## src/rtl/dvsrc_pkg.sv

```systemverilog
// Package: constants, config defaults and carrier types for the converter control block
package dvsrc_pkg;

	// Clocking and switching period
	localparam int SYS_CLK_HZ    = 20_000_000;                   // System clock rate
	localparam int FSW_HZ        = 3_250_000;                    // Internal switching rate
	localparam int SW_PERIOD_CYC = SYS_CLK_HZ / FSW_HZ;          // Period, rounded down to whole cycles
	localparam int MIN_ON_NS     = 100;                          // Least high-side on-time
	localparam int MIN_OFF_NS    = 100;                          // Least high-side off-time
	localparam int MIN_ON_CYC    = (MIN_ON_NS * (SYS_CLK_HZ / 1_000_000) + 999) / 1000;
	localparam int MIN_OFF_CYC   = (MIN_OFF_NS * (SYS_CLK_HZ / 1_000_000) + 999) / 1000;

	// Sync clock dividers for 13, 19.2 and 26 MHz
	localparam logic [3:0] SYNC_DIV_13M  = 4'h4;
	localparam logic [3:0] SYNC_DIV_19M2 = 4'h6;
	localparam logic [3:0] SYNC_DIV_26M  = 4'h8;

	// Zero-crossing thresholds
	localparam logic [4:0] ZC_BIAS_HYST = 5'h10;                 // Above this: bias for hysteretic
	localparam logic [4:0] ZC_GO_HYST   = 5'h18;                 // Above this: hysteretic operation
	localparam logic [4:0] ZC_BIAS_PWM  = 5'h10;                 // Below this: bias for PWM
	localparam logic [4:0] ZC_GO_PWM    = 5'h08;                 // Below this: fixed frequency
	localparam logic [4:0] ZC_CNT_MAX   = 5'h1f;                 // Counter saturation

	// Voltage codes: 0.75 V + code x 10 mV
	localparam logic [5:0] VCODE_MIN  = 6'h00;                   // 0.75 V
	localparam logic [5:0] VCODE_1V27 = 6'h34;
	localparam logic [5:0] VCODE_1V05 = 6'h1e;
	localparam logic [5:0] VCODE_1V22 = 6'h2f;

	// Pulldown control field positions
	localparam int PD_EN_BIT  = 0;                               // Enable input pulldown
	localparam int PD_SELA_BIT = 1;                              // Select pin a pulldown
	localparam int PD_SELB_BIT = 2;                              // Select pin b pulldown

	// Sync clock rate choice
	typedef enum logic [1:0] {
		DVSRC_SYNC_13M  = 2'b00,
		DVSRC_SYNC_19M2 = 2'b01,
		DVSRC_SYNC_26M  = 2'b10
	} dvsrc_sync_rate_t;

	// One mode configuration slot
	typedef struct packed {
		logic [5:0] vcode;                                       // Output voltage code
		logic       pwr_save;                                    // 1 = power save, 0 = forced PWM
		logic       sync_en;                                     // External sync enable
	} dvsrc_slot_cfg_t;

	// Control word: pulldowns and ramp
	typedef struct packed {
		logic [2:0] pd_en;                                       // Pulldown enables, 1 = active
		logic       ramp_down;                                   // Active ramp-down in power save
		logic [2:0] ramp;                                        // Ramp-rate code
	} dvsrc_ctl_t;

	// Analog comparator results
	typedef struct packed {
		logic zero_cross;                                        // Inductor current below 50 mA
		logic out_low;                                           // Output below threshold
		logic out_high;                                          // Output above threshold + hysteresis
		logic cur_limit;                                         // Current above limit
		logic pwm_off;                                           // PWM loop ends on-time
		logic bias_ready;                                        // Requested bias has settled
	} dvsrc_sense_t;

	localparam dvsrc_slot_cfg_t SLOT0_RST = '{vcode: VCODE_1V27, pwr_save: 1'b0, sync_en: 1'b0};
	localparam dvsrc_slot_cfg_t SLOT1_RST = '{vcode: VCODE_1V05, pwr_save: 1'b1, sync_en: 1'b0};
	localparam dvsrc_slot_cfg_t SLOT2_RST = '{vcode: VCODE_1V22, pwr_save: 1'b0, sync_en: 1'b0};
	localparam dvsrc_slot_cfg_t SLOT3_RST = '{vcode: VCODE_1V05, pwr_save: 1'b0, sync_en: 1'b0};
	localparam dvsrc_ctl_t      CTL_RST   = '{pd_en: 3'h7, ramp_down: 1'b0, ramp: 3'h0};

endpackage : dvsrc_pkg

```

## src/rtl/dvsrc_top.sv

```systemverilog
// Mode select, switch sequencing and output ramp control for a step-down converter
`timescale 1ns/1ps

module dvsrc_top (
	input  wire logic                     i_sys_clk,         // 20 MHz system clock
	input  wire logic                     i_rst_n,           // Async reset, active low
	input  wire logic                     i_en,              // Enable pin, asynchronous
	input  wire logic                     i_volt_sel_pin_a,  // Voltage select pin a, asynchronous
	input  wire logic                     i_volt_sel_pin_b,  // Voltage select pin b, asynchronous
	input  wire logic                     i_sync_clk,        // External sync clock pin, asynchronous
	input  wire logic                     i_uvlo,            // Supply undervoltage, asynchronous
	input  wire dvsrc_pkg::dvsrc_sense_t  i_sense,           // Analog comparators, asynchronous
	input  wire logic [1:0]               i_sync_rate,       // Sync clock rate choice
	input  wire logic                     i_slot_wr,         // Slot write strobe (data acknowledge)
	input  wire logic [1:0]               i_slot_sel,        // Slot to write
	input  wire dvsrc_pkg::dvsrc_slot_cfg_t i_slot_data,     // Slot write data
	input  wire logic                     i_ctl_wr,          // Control write strobe
	input  wire dvsrc_pkg::dvsrc_ctl_t    i_ctl_data,        // Control write data
	output logic                          o_hs_on,           // High-side switch drive
	output logic                          o_ls_on,           // Synchronous rectifier drive
	output logic [5:0]                    o_vout_code,       // Present DAC code
	output logic                          o_hyst_bias,       // Bias for hysteretic operation
	output logic                          o_hyst_mode,       // Hysteretic operation active
	output logic                          o_zc_det_en,       // Zero-cross comparator enable
	output logic                          o_soft_start,      // Soft-start in progress
	output logic [2:0]                    o_pd_en,           // Pulldown enables
	output logic [1:0]                    o_active_slot,     // Selected configuration slot
	output logic                          o_reg_on           // Regulator running
);

	////////////////////////////////////////////////////////////////////////////
	// Pin synchronisers: two flops before any logic

	typedef struct packed {
		logic                    en;
		logic                    sel_a;
		logic                    sel_b;
		logic                    sync;
		logic                    uvlo;
		dvsrc_pkg::dvsrc_sense_t sense;
	} dvsrc_pins_t;

	dvsrc_pins_t pins_meta_r;                                // First stage, read only by second
	dvsrc_pins_t pins_r;                                     // Second stage, safe to use
	dvsrc_pins_t pins_in;                                    // Raw pin bundle

	assign pins_in = '{en: i_en, sel_a: i_volt_sel_pin_a, sel_b: i_volt_sel_pin_b,
		sync: i_sync_clk, uvlo: i_uvlo, sense: i_sense};

	// Two-flop chain
	always_ff @(posedge i_sys_clk or negedge i_rst_n) begin
		if (!i_rst_n) begin
			pins_meta_r <= '0;
			pins_r      <= '0;
		end else begin
			pins_meta_r <= pins_in;
			pins_r      <= pins_meta_r;
		end
	end

	////////////////////////////////////////////////////////////////////////////
	// Helpers

	// Ramp step spacing in switching cycles, minus one
	function automatic logic [7:0] ramp_limit(input logic [2:0] code);
		ramp_limit = (8'h01 << code) - 8'h01;
	endfunction : ramp_limit

	// Sync divider for the chosen rate
	function automatic logic [3:0] sync_div(input logic [1:0] rate);
		case (dvsrc_pkg::dvsrc_sync_rate_t'(rate))
			dvsrc_pkg::DVSRC_SYNC_13M:  sync_div = dvsrc_pkg::SYNC_DIV_13M;
			dvsrc_pkg::DVSRC_SYNC_19M2: sync_div = dvsrc_pkg::SYNC_DIV_19M2;
			default:                    sync_div = dvsrc_pkg::SYNC_DIV_26M;
		endcase
	endfunction : sync_div

	////////////////////////////////////////////////////////////////////////////
	// Configuration slots and control word

	dvsrc_pkg::dvsrc_slot_cfg_t slot_r   [4];                // Four mode configurations
	dvsrc_pkg::dvsrc_slot_cfg_t slot_nxt [4];
	dvsrc_pkg::dvsrc_ctl_t      ctl_r;                       // Pulldown and ramp control
	dvsrc_pkg::dvsrc_ctl_t      ctl_nxt;
	logic [1:0]                 sel;                         // Active slot from pins
	dvsrc_pkg::dvsrc_slot_cfg_t act;                         // Active configuration

	assign sel = {pins_r.sel_a, pins_r.sel_b};
	assign act = slot_r[sel];                                // Writes show next cycle

	// Writes, lockout and enable-low defaults
	always_comb begin
		slot_nxt = slot_r;
		ctl_nxt  = ctl_r;
		if (pins_r.uvlo) begin
			slot_nxt[0] = dvsrc_pkg::SLOT0_RST;
			slot_nxt[1] = dvsrc_pkg::SLOT1_RST;
			slot_nxt[2] = dvsrc_pkg::SLOT2_RST;
			slot_nxt[3] = dvsrc_pkg::SLOT3_RST;
			ctl_nxt     = dvsrc_pkg::CTL_RST;
		end else begin
			if (i_slot_wr) begin                             // Outside lockout only, active or not
				slot_nxt[i_slot_sel] = i_slot_data;
			end
			if (i_ctl_wr) begin
				ctl_nxt.ramp      = i_ctl_data.ramp;
				ctl_nxt.ramp_down = i_ctl_data.ramp_down;
				if (pins_r.en) begin                         // Pulldowns only after enable
					ctl_nxt.pd_en = i_ctl_data.pd_en;
				end
			end
			if (!pins_r.en) begin                            // Enable low restores pulldowns
				ctl_nxt.pd_en = dvsrc_pkg::CTL_RST.pd_en;
			end
		end
	end

	// Register the slots
	always_ff @(posedge i_sys_clk or negedge i_rst_n) begin
		if (!i_rst_n) begin
			slot_r[0] <= dvsrc_pkg::SLOT0_RST;
			slot_r[1] <= dvsrc_pkg::SLOT1_RST;
			slot_r[2] <= dvsrc_pkg::SLOT2_RST;
			slot_r[3] <= dvsrc_pkg::SLOT3_RST;
			ctl_r     <= dvsrc_pkg::CTL_RST;
		end else begin
			slot_r <= slot_nxt;
			ctl_r  <= ctl_nxt;
		end
	end

	////////////////////////////////////////////////////////////////////////////
	// Switching clock: internal divider or divided sync clock

	logic [3:0] int_cnt_r, int_cnt_nxt;                      // Internal period counter
	logic [3:0] syn_cnt_r, syn_cnt_nxt;                      // Sync edge counter
	logic       sync_d_r;                                    // Previous synced sync level
	logic       tick;                                        // Start of switching cycle

	// Pick the tick source; sync edges are seen only on the second flop
	always_comb begin
		int_cnt_nxt = int_cnt_r + 4'h1;
		syn_cnt_nxt = syn_cnt_r;
		tick        = 1'b0;
		if (int_cnt_r == 4'(dvsrc_pkg::SW_PERIOD_CYC - 1)) begin
			int_cnt_nxt = 4'h0;
			tick        = !act.sync_en;
		end
		if (pins_r.sync && !sync_d_r) begin
			if (syn_cnt_r >= sync_div(i_sync_rate) - 4'h1) begin
				syn_cnt_nxt = 4'h0;
				tick        = act.sync_en;
			end else begin
				syn_cnt_nxt = syn_cnt_r + 4'h1;
			end
		end
	end

	// Register the dividers
	always_ff @(posedge i_sys_clk or negedge i_rst_n) begin
		if (!i_rst_n) begin
			int_cnt_r <= 4'h0;
			syn_cnt_r <= 4'h0;
			sync_d_r  <= 1'b0;
		end else begin
			int_cnt_r <= int_cnt_nxt;
			syn_cnt_r <= syn_cnt_nxt;
			sync_d_r  <= pins_r.sync;
		end
	end

	////////////////////////////////////////////////////////////////////////////
	// Ramp and soft-start

	logic [5:0] code_r, code_nxt;                            // Present DAC code
	logic [7:0] rcnt_r, rcnt_nxt;                            // Cycles since last step
	logic       soft_r, soft_nxt;                            // Soft-start active
	logic       en_d_r;                                      // Previous enable
	logic       ramp_dn;                                     // Descending toward target
	logic       zc_en;                                       // Zero-cross comparator enable

	assign ramp_dn = pins_r.en && (code_r > act.vcode);
	// Only power save with active ramp-down blanks the comparator
	assign zc_en   = !(act.pwr_save && ctl_r.ramp_down && ramp_dn);

	// Step the code toward the target; mode change simply retargets
	always_comb begin
		code_nxt = code_r;
		rcnt_nxt = rcnt_r;
		soft_nxt = soft_r;
		if (!pins_r.en) begin                                // Shut down
			code_nxt = dvsrc_pkg::VCODE_MIN;
			rcnt_nxt = 8'h00;
			soft_nxt = 1'b0;
		end else if (!en_d_r) begin                          // Always from bottom
			code_nxt = dvsrc_pkg::VCODE_MIN;
			rcnt_nxt = 8'h00;
			soft_nxt = 1'b1;
		end else if (ramp_dn && act.pwr_save && !ctl_r.ramp_down) begin
			code_nxt = act.vcode;                            // Load discharges output
			rcnt_nxt = 8'h00;
		end else if (code_r != act.vcode) begin
			if (tick) begin
				if (rcnt_r >= ramp_limit(ctl_r.ramp)) begin
					rcnt_nxt = 8'h00;
					code_nxt = ramp_dn ? code_r - 6'h01 : code_r + 6'h01;
				end else begin
					rcnt_nxt = rcnt_r + 8'h01;
				end
			end
		end else begin
			soft_nxt = 1'b0;                                 // Target reached ends soft-start
			rcnt_nxt = 8'h00;
		end
	end

	// Register the ramp
	always_ff @(posedge i_sys_clk or negedge i_rst_n) begin
		if (!i_rst_n) begin
			code_r <= dvsrc_pkg::VCODE_MIN;
			rcnt_r <= 8'h00;
			soft_r <= 1'b0;
			en_d_r <= 1'b0;
		end else begin
			code_r <= code_nxt;
			rcnt_r <= rcnt_nxt;
			soft_r <= soft_nxt;
			en_d_r <= pins_r.en;
		end
	end

	////////////////////////////////////////////////////////////////////////////
	// Zero-crossing count and power-save operating state

	typedef enum logic [1:0] {
		PS_PWM       = 2'b00,                                // Fixed frequency
		PS_BIAS_HYST = 2'b01,                                // Biasing for hysteretic
		PS_HYST      = 2'b10,                                // Hysteretic operation
		PS_BIAS_PWM  = 2'b11                                 // Biasing back for PWM
	} dvsrc_ps_t;

	dvsrc_ps_t  ps_r, ps_nxt;                                // Operating state
	logic [4:0] zc_cnt_r, zc_cnt_nxt;                        // Consecutive zero-crossing cycles
	logic       zc_seen_r, zc_seen_nxt;                      // Crossing seen this cycle
	logic       zc_now;                                      // Crossing now

	assign zc_now = pins_r.sense.zero_cross && o_ls_on && zc_en;

	// Count per cycle; a crossing at the tick still counts
	always_comb begin
		zc_cnt_nxt  = zc_cnt_r;
		zc_seen_nxt = zc_seen_r || zc_now;
		if (tick) begin
			zc_seen_nxt = 1'b0;
			if (zc_seen_r || zc_now) begin
				zc_cnt_nxt = (zc_cnt_r == dvsrc_pkg::ZC_CNT_MAX) ? zc_cnt_r : zc_cnt_r + 5'h01;
			end else begin
				zc_cnt_nxt = 5'h00;
			end
		end
		ps_nxt = ps_r;
		if (!pins_r.en || !act.pwr_save) begin               // Forced PWM never leaves fixed frequency
			ps_nxt = PS_PWM;
		end else begin
			case (ps_r)
				PS_PWM: begin
					if (zc_cnt_r > dvsrc_pkg::ZC_BIAS_HYST) ps_nxt = PS_BIAS_HYST;
				end
				PS_BIAS_HYST: begin
					if (pins_r.sense.bias_ready && zc_cnt_r > dvsrc_pkg::ZC_GO_HYST) begin
						ps_nxt = PS_HYST;
					end else if (zc_cnt_r < dvsrc_pkg::ZC_BIAS_PWM) begin
						ps_nxt = PS_PWM;                     // Load came back before switching
					end
				end
				PS_HYST: begin
					if (zc_cnt_r < dvsrc_pkg::ZC_BIAS_PWM) ps_nxt = PS_BIAS_PWM;
				end
				PS_BIAS_PWM: begin
					if (pins_r.sense.bias_ready && zc_cnt_r < dvsrc_pkg::ZC_GO_PWM) begin
						ps_nxt = PS_PWM;
					end
				end
				default: ps_nxt = PS_PWM;
			endcase
		end
	end

	// Register the counter and state
	always_ff @(posedge i_sys_clk or negedge i_rst_n) begin
		if (!i_rst_n) begin
			ps_r      <= PS_PWM;
			zc_cnt_r  <= 5'h00;
			zc_seen_r <= 1'b0;
		end else begin
			ps_r      <= ps_nxt;
			zc_cnt_r  <= zc_cnt_nxt;
			zc_seen_r <= zc_seen_nxt;
		end
	end

	////////////////////////////////////////////////////////////////////////////
	// Switch sequencing

	typedef enum logic [1:0] {
		SW_IDLE = 2'b00,                                     // Both off, waiting
		SW_HS   = 2'b01,                                     // High side on
		SW_LS   = 2'b10,                                     // Rectifier on
		SW_OFF  = 2'b11                                      // Both off after zero crossing
	} dvsrc_sw_t;

	dvsrc_sw_t  sw_r, sw_nxt;                                // Switch state
	logic [3:0] tmr_r, tmr_nxt;                              // Cycles in present state
	logic       hyst;                                        // Hysteretic control active
	logic       on_ok, off_ok;                               // Min on / off elapsed
	logic       start_hs;                                    // Begin a high-side pulse

	assign hyst     = (ps_r == PS_HYST);
	assign on_ok    = (tmr_r >= 4'(dvsrc_pkg::MIN_ON_CYC - 1));
	assign off_ok   = (tmr_r >= 4'(dvsrc_pkg::MIN_OFF_CYC - 1));
	// Hysteretic starts on low output; PWM starts each cycle
	assign start_hs = hyst ? (off_ok && pins_r.sense.out_low) : tick;

	// Next switch state; the two switches are never on together
	always_comb begin
		sw_nxt  = sw_r;
		tmr_nxt = (tmr_r == 4'hf) ? tmr_r : tmr_r + 4'h1;
		case (sw_r)
			SW_IDLE, SW_OFF: begin
				if (start_hs) sw_nxt = SW_HS;
			end
			SW_HS: begin
				if (hyst) begin
					if (on_ok && (pins_r.sense.out_high || pins_r.sense.cur_limit)) sw_nxt = SW_LS;
				end else if (on_ok && (pins_r.sense.pwm_off || pins_r.sense.cur_limit)) begin
					sw_nxt = SW_LS;                          // Off-time begins
				end
			end
			SW_LS: begin
				if (start_hs) begin
					sw_nxt = SW_HS;                          // Cycle end or next pulse
				end else if (act.pwr_save && zc_now) begin
					sw_nxt = SW_OFF;                         // Current near zero
				end
			end
			default: sw_nxt = SW_IDLE;
		endcase
		if (!pins_r.en) sw_nxt = SW_IDLE;
		if (sw_nxt != sw_r) tmr_nxt = 4'h0;
	end

	// Register the switch state
	always_ff @(posedge i_sys_clk or negedge i_rst_n) begin
		if (!i_rst_n) begin
			sw_r  <= SW_IDLE;
			tmr_r <= 4'h0;
		end else begin
			sw_r  <= sw_nxt;
			tmr_r <= tmr_nxt;
		end
	end

	////////////////////////////////////////////////////////////////////////////
	// Output flops

	// Outputs come from flops; drives follow the switch state next
	always_ff @(posedge i_sys_clk or negedge i_rst_n) begin
		if (!i_rst_n) begin
			o_hs_on       <= 1'b0;
			o_ls_on       <= 1'b0;
			o_vout_code   <= dvsrc_pkg::VCODE_MIN;
			o_hyst_bias   <= 1'b0;
			o_hyst_mode   <= 1'b0;
			o_zc_det_en   <= 1'b1;
			o_soft_start  <= 1'b0;
			o_pd_en       <= dvsrc_pkg::CTL_RST.pd_en;
			o_active_slot <= 2'h0;
			o_reg_on      <= 1'b0;
		end else begin
			o_hs_on       <= (sw_nxt == SW_HS);
			o_ls_on       <= (sw_nxt == SW_LS);
			o_vout_code   <= code_nxt;
			o_hyst_bias   <= (ps_nxt == PS_BIAS_HYST) || (ps_nxt == PS_HYST);
			o_hyst_mode   <= (ps_nxt == PS_HYST);
			o_zc_det_en   <= zc_en;
			o_soft_start  <= soft_nxt;
			o_pd_en       <= ctl_nxt.pd_en;
			o_active_slot <= sel;
			o_reg_on      <= pins_r.en;
		end
	end

endmodule : dvsrc_top

```

## config.mk

```make
export PLATFORM = sky130hd
export DESIGN_NAME = dvsrc_top
export DESIGN_NICKNAME = d
export VERILOG_FILES = /design/src/rtl/dvsrc_pkg.sv /design/src/rtl/dvsrc_top.sv
export SDC_FILE = /design/constraint.sdc
export NUM_CORES = 1
export LEC_CHECK = 0
export BUFFER_PORTS_ARGS = -buffer_cell sky130_fd_sc_hd__buf_4
export CAP_MARGIN = 20
export CORE_MARGIN = 2
export CORE_UTILIZATION = 60
export CTS_CLUSTER_SIZE = 10
export DETAILED_ROUTE_END_ITERATION = 10
export PLACE_DENSITY_LB_ADDON = 0.25
export SLEW_MARGIN = 20
export SYNTH_ARGS = -nofsm -noshare
export SYNTH_HDL_FRONTEND = slang
export SYNTH_SLANG_ARGS = --single-unit
```

## constraint.sdc

```tcl
create_clock -name i_sys_clk -period 6.6 [get_ports i_sys_clk]
set_clock_uncertainty 0.1 [all_clocks]
set_input_delay 1.65 -clock i_sys_clk [delete_from_list [all_inputs] [get_ports i_sys_clk]]
set_output_delay 1.65 -clock i_sys_clk [all_outputs]
set_load 0.005 [all_outputs]
```

## Yosys cells after proc, flatten, opt, wreduce, memory -nomap -nowiden

Index checks and enable logic that the tools add are counted.

| storage, ports and cells | value |
|---|---|
| input bits | 34 |
| output and inout port bits | 18 |
| RAM bits | 0 |
| memories | 0 |
| bits in read-only memories | 0 |
| latch bits | 0 |
| register bits after elaboration | 107 |

| cells by class | value |
|---|---|
| multiplexer cells | 57 |
| eq/ne operators | 25 |
| $mul | 0 |
| bitwise operators | 2 |
| reductions and logical operators | 35 |
| shift-type cells | 1 |
| add/sub/neg operators | 9 |
| $lt $le $gt $ge | 11 |
| div/mod/pow operators | 0 |

Operators with widths:

| kind | count |
|---|---|
| two-way mux 8 bit | 9 |
| two-way mux 32 bit | 2 |
| two-way mux 6 bit | 7 |
| bitwise mux 32 bit | 1 |
| two-way mux 2 bit | 13 |
| two-way mux 4 bit | 5 |
| binary-select mux 8 bit (select 2 bit) | 1 |
| demux 8 bit (select 2 bit) | 1 |
| logical AND 1 bit | 15 |
| two-way mux 7 bit | 2 |
| adder 4 x 1 -> 4 bit (second input constant) | 3 |
| equality test 2 bit (second input constant) | 6 |
| != test 4 x 2 -> 1 bit (second input constant) | 3 |
| equality test 2 x 1 -> 1 bit (second input constant) | 5 |
| greater-than comparator 5 bit (second input constant) | 2 |
| two-way mux 5 bit | 2 |
| two-way mux 1 bit | 9 |
| != test 3 bit (second input constant) | 3 |
| adder 8 x 1 -> 8 bit (second input constant) | 1 |
| greater-or-equal comparator 8 bit | 1 |
| one-hot mux 2 bit (4 select lines) | 1 |
| one-hot mux 4 bit (2 select lines) | 1 |
| left shift 1 x 3 -> 8 bit (first input constant) | 1 |
| subtractor 8 x 1 -> 8 bit (second input constant) | 1 |
| 29 further kinds | 45 |

## Logic depth before layout (Yosys ltp)

| logic depth | value |
|---|---|
| depth in word-level cells | 16 |
| mapped depth | 17 |
| depth with buffers taken out | 15 |

## Worst setup path after synthesis

No wires, ideal clock.

| timing | value |
|---|---|
| kind | reg-to-reg |
| from | reg pins_r[8] (netlist bit) |
| to | reg o_vout_code[5] |
| arrival | 3856 ps |
| data required time | 6404 ps |
| setup slack | 2549 ps |
| clock period less this slack | 4051 ps |
| cell stages (with the launch flop) | 18 |
| path buffers | 2 |
| cell sequence | dfrtp_1 buf_6 mux4_1 inv_1 ha_1 and4_1 and3_1 clkbuf_1 a31oi_1 and2_1 ha_1 a211oi_1 o21bai_1 a21oi_1 xnor2_1 xnor2_1 mux2_2 o31ai_1 |

| on the way | value |
|---|---|
| cells in the longest elaborated chain, start to end | 13 |
| elaborated cells on any way between the ends | 24 |
| classes of those cells | 1 x order compare; 4 x eq/ne; 13 x mux; 1 x bitwise; 5 x reduce/logical |

Ends and longest elaborated chain:

| what | line | text |
|---|---|---|
| start, declared | dvsrc_top.sv:44 | `dvsrc_pins_t pins_r;` |
| start signal, assigned | dvsrc_top.sv:57 | `pins_r <= pins_meta_r;` |
| inverter 2 -> 3 bit (not written as such) * | dvsrc_top.sv:89 | `assign act = slot_r[sel];` |
| binary-select mux 8 bit (select 2 bit) * | dvsrc_top.sv:89 |  |
| two-way mux 8 bit (not written as such) * (2 in series) | dvsrc_top.sv:89 |  |
| greater-than comparator 6 bit | dvsrc_top.sv:182 | `assign ramp_dn = pins_r.en && (code_r > act.vcode);` |
| logical AND 1 bit | dvsrc_top.sv:182 |  |
| two-way mux 6 bit | dvsrc_top.sv:206 | `code_nxt = ramp_dn ? code_r - 6'h01 : code_r + 6'h01;` |
| two-way mux 6 bit | dvsrc_top.sv:204 | `if (rcnt_r >= ramp_limit(ctl_r.ramp)) begin` |
| two-way mux 6 bit | dvsrc_top.sv:203 | `if (tick) begin` |
| two-way mux 6 bit | dvsrc_top.sv:202 | `end else if (code_r != act.vcode) begin` |
| two-way mux 6 bit | dvsrc_top.sv:199 | `end else if (ramp_dn && act.pwr_save && !ctl_r.ramp_down) begin` |
| two-way mux 6 bit | dvsrc_top.sv:195 | `end else if (!en_d_r) begin` |
| two-way mux 6 bit | dvsrc_top.sv:191 | `if (!pins_r.en) begin` |
| end signal, assigned | dvsrc_top.sv:371 | `o_vout_code <= dvsrc_pkg::VCODE_MIN;` |
| end signal, assigned | dvsrc_top.sv:382 | `o_vout_code <= code_nxt;` |
| end, declared | dvsrc_top.sv:21 | `output logic [5:0] o_vout_code,` |

Every way passes the cells marked *; elsewhere a longest branch is shown, timed or not. The select of a mux whose other input is x is not followed.
A chain may end at the register's enable or synchronous reset.

## Worst setup path after layout

Ends and elaborated chain as after synthesis.

==> out/results.tsv <==
metric	value	unit
run_status	finished clean	
syn_area	5470	sq um
grtUsageTotal	24.8	%
vdd_ir_drop_max	178	uV
fin_setup_tns	0	ns
top_layer_used	met4	
dr.pass1.iters	5	
final_max_slew_viol_count	0	
grt_overflow	0	
ys_types	59	
drt_iter0_drc	152	
slew_headroom	49.2	%
finalSetupViolations	0	
seq_area_frac_synth	49.5	%
final_antenna_net_count	0	
reg2reg_slack	1.95	ns
dr_wl_met2	5760	um
r2r-end	o_vout_code[5]$_DFFE_PN0P_	
antenna_found_initial	0	
crit_start	pins_r[8]$_DFF_PN0_	
worstMarginPinSlew	0.755	ns
ff2ff_path_depth	15	
synth_area_leader_cell	dfrtp_1	
worstSetupEndpointType	flop	
antenna_cells	0	
yosysWarnings	0	
arrival	4.84	ns
grt_pass1_wl	19500	um
start_kind	flop	
dp_hpwl	8160	um
clk_latency	0.38	ns
numCtsBuffers	9	
synth_area_leaders	dfrtp_1, dfstp_2, ha_1	
max_freq	215	MHz
leakagePower	2.94	nW
gp_congestion	0.913	
wl_met1	4820	um
dieArea	9890	sq um
placed_area	5910	sq um
syn_to_final_growth	12.1	%
synth-edff-count	0	
synth_most_common_cell	dfrtp_1	
fin_nets	623	
cp_max_fo	9	
synth_seq_cells	107	
rsz0062_at_grt	false	
post_cts.repair.setup_buffers	0	
ctsResizeCount	0	
grt_max_degree	57	
grt_pass1_vias	4078	
fin_crit_sh	70.5	%
clk_pin_slew	0.10	ns
clockBufferDepth	2	
path_class	flop to flop	
wirelength	11400	um
std_cell_rows	34	
hold_buffers	0	
crit_end	o_vout_code[5]$_DFFE_PN0P_	
cts_root_buf	clkbuf_8	
routed_via_density	6.05	
htreeDepth	3	
port_buffers	51	
start_util	62.4	%
avgSynthCellArea	10.7	sq um
fin_area	6120	sq um
drcViolationCount	0	
min_path_type	flop to flop	
avgRoutedWirePerCell	17.1	um
timing.rr.start	pins_r[8]$_DFF_PN0_	
pin_count	52	
min_period	4.65	ns
drive_gt1_share	20.1	%
cp.required	6.78	ns
die_y	99.4	um
synthCells	509	
cts_num_sinks	107	
final-hold-violation-count	0	
synthArstFlopShare	100	%
ys_top_cells_by_count	dfrtp_1, nand2_1, nor2_1	
core_area	8760	sq um
cts_tree	built	
synth_top_cell_area_share	39.4	%
vias	4045	
powerDensity	244	nW/um^2
met3WireLength	707	um
die_w	99.4	um
ys.flop_type	dfrtp_1	
cap_violations	0	
==> layout by cell type (no fill, tap or decap), types with 4 or more instances in the layout <==
master / count
ha_1: 32
mux2_2: 10
nand2b_1: 9
clkbuf_8: 9
a21o_1: 8
and3_1: 8
o211ai_1: 4
nor2_1: 34
nor3_1: 5
a22o_1: 5
a211o_1: 5
nand3_1: 12
inv_1: 25
mux4_1: 7
xnor2_1: 8
nand2_1: 71
dfstp_2: 21
a21oi_1: 28
buf_4: 53
a31oi_1: 9
nand3b_1: 14
nor2b_1: 9
mux2i_1: 17
dfrtp_1: 85
o21ai_0: 15
==> layer usage <==
layer | vias to the layer above | track usage [%]
met4 | 0 | 6.22
met3 | 19 | 5.34
met2 | 141 | 41.1
li1 | 1897 | -
met1 | 1988 | 33.8
met5 | - | 0
==> cells by family (layout without fill, tap and decap cells) <==
logic type | count (synthesis) | in the layout | synth area share [%]
compound gates | 95 | 95 | 11.9
xor+xnor | 10 | 10 | 1.60
fa+ha+maj | 33 | 33 | 7.69
buf+inv | 43 | 94 | 3.32
flops | 107 | 107 | 49.5
mux | 36 | 36 | 9.20
other cells | 1 | 2 | 0.0686
simple gates | 184 | 184 | 16.8
==> state kept, by name, summed over array words and instances (netlist names), 2 cells and up <==
signal / flops
slot_r: 32
pins_meta_r: 11
pins_r: 11
rcnt_r: 8
o_vout_code: 6
zc_cnt_r: 5
ctl_r: 4
int_cnt_r: 4
syn_cnt_r: 4
tmr_r: 4
o_pd_en: 3
o_active_slot: 2
ps_r: 2
sw_r: 2
==> metrics by stage <==
stage                     std cells  hold WS [ns]  total power, mW  setup WS (ns)  utilization [%]
after global routing            669         0.269             1.58           1.66             69.9
after CTS                       669         0.259             1.50           1.97             69.9
after detailed placement        653         0.235             1.08           2.00             67.5
final                           669         0.258             1.49           1.95             69.9
after global placement          653         0.233             1.06           2.26             67.5
after floorplan                 510         0.231            0.979           2.55                -
==> power by group <==
group | total [mW] | switching (mW) | internal, mW
clock network | 0.417 | 0.235 | 0.182
registers | 0.783 | 0.0657 | 0.717
logic | 0.294 | 0.158 | 0.136
total | 1.49 | 0.459 | 1.04
==> layout make-up <==
cell class	instances	area [sq um]
flip-flops and latches	107	2710
fillers	651	2640
repair buffers	53	398
well taps	108	135
clock inverters	7	85.1
multi-input cells	360	2580
clock buffers	9	124
inverters	25	93.8
==> critical path: stages (launching register included) <==
cell and delay (ns):
dfrtp_1 0.62, mux4_1 0.66, inv_1 0.09, ha_1 0.25, and4_1 0.23, and3_1 0.27, a31oi_1 0.46, and2_1 0.37
ha_1 0.30, a211oi_1 0.20, o21bai_1 0.11, a21oi_1 0.18, xnor2_1 0.17, xnor2_1 0.10, mux2_2 0.27, o31ai_1 0.19
==> worst min-delay path by stage <==
stage | from | slack [ns] | endpoint | depth (start not counted)
CTS | pins_meta_r[10]$_DFF_PN0_ | 0.26 | pins_r[10]$_DFF_PN0_ | 0
floorplan | pins_meta_r[0]$_DFF_PN0_ | 0.23 | pins_r[0]$_DFF_PN0_ | 0
global placement | pins_meta_r[0]$_DFF_PN0_ | 0.23 | pins_r[0]$_DFF_PN0_ | 0
detailed placement | pins_meta_r[10]$_DFF_PN0_ | 0.23 | pins_r[10]$_DFF_PN0_ | 0
global route | pins_meta_r[7]$_DFF_PN0_ | 0.27 | pins_r[7]$_DFF_PN0_ | 0
finish | pins_meta_r[10]$_DFF_PN0_ | 0.26 | pins_r[10]$_DFF_PN0_ | 0
(Power assumes the default switching activity.)
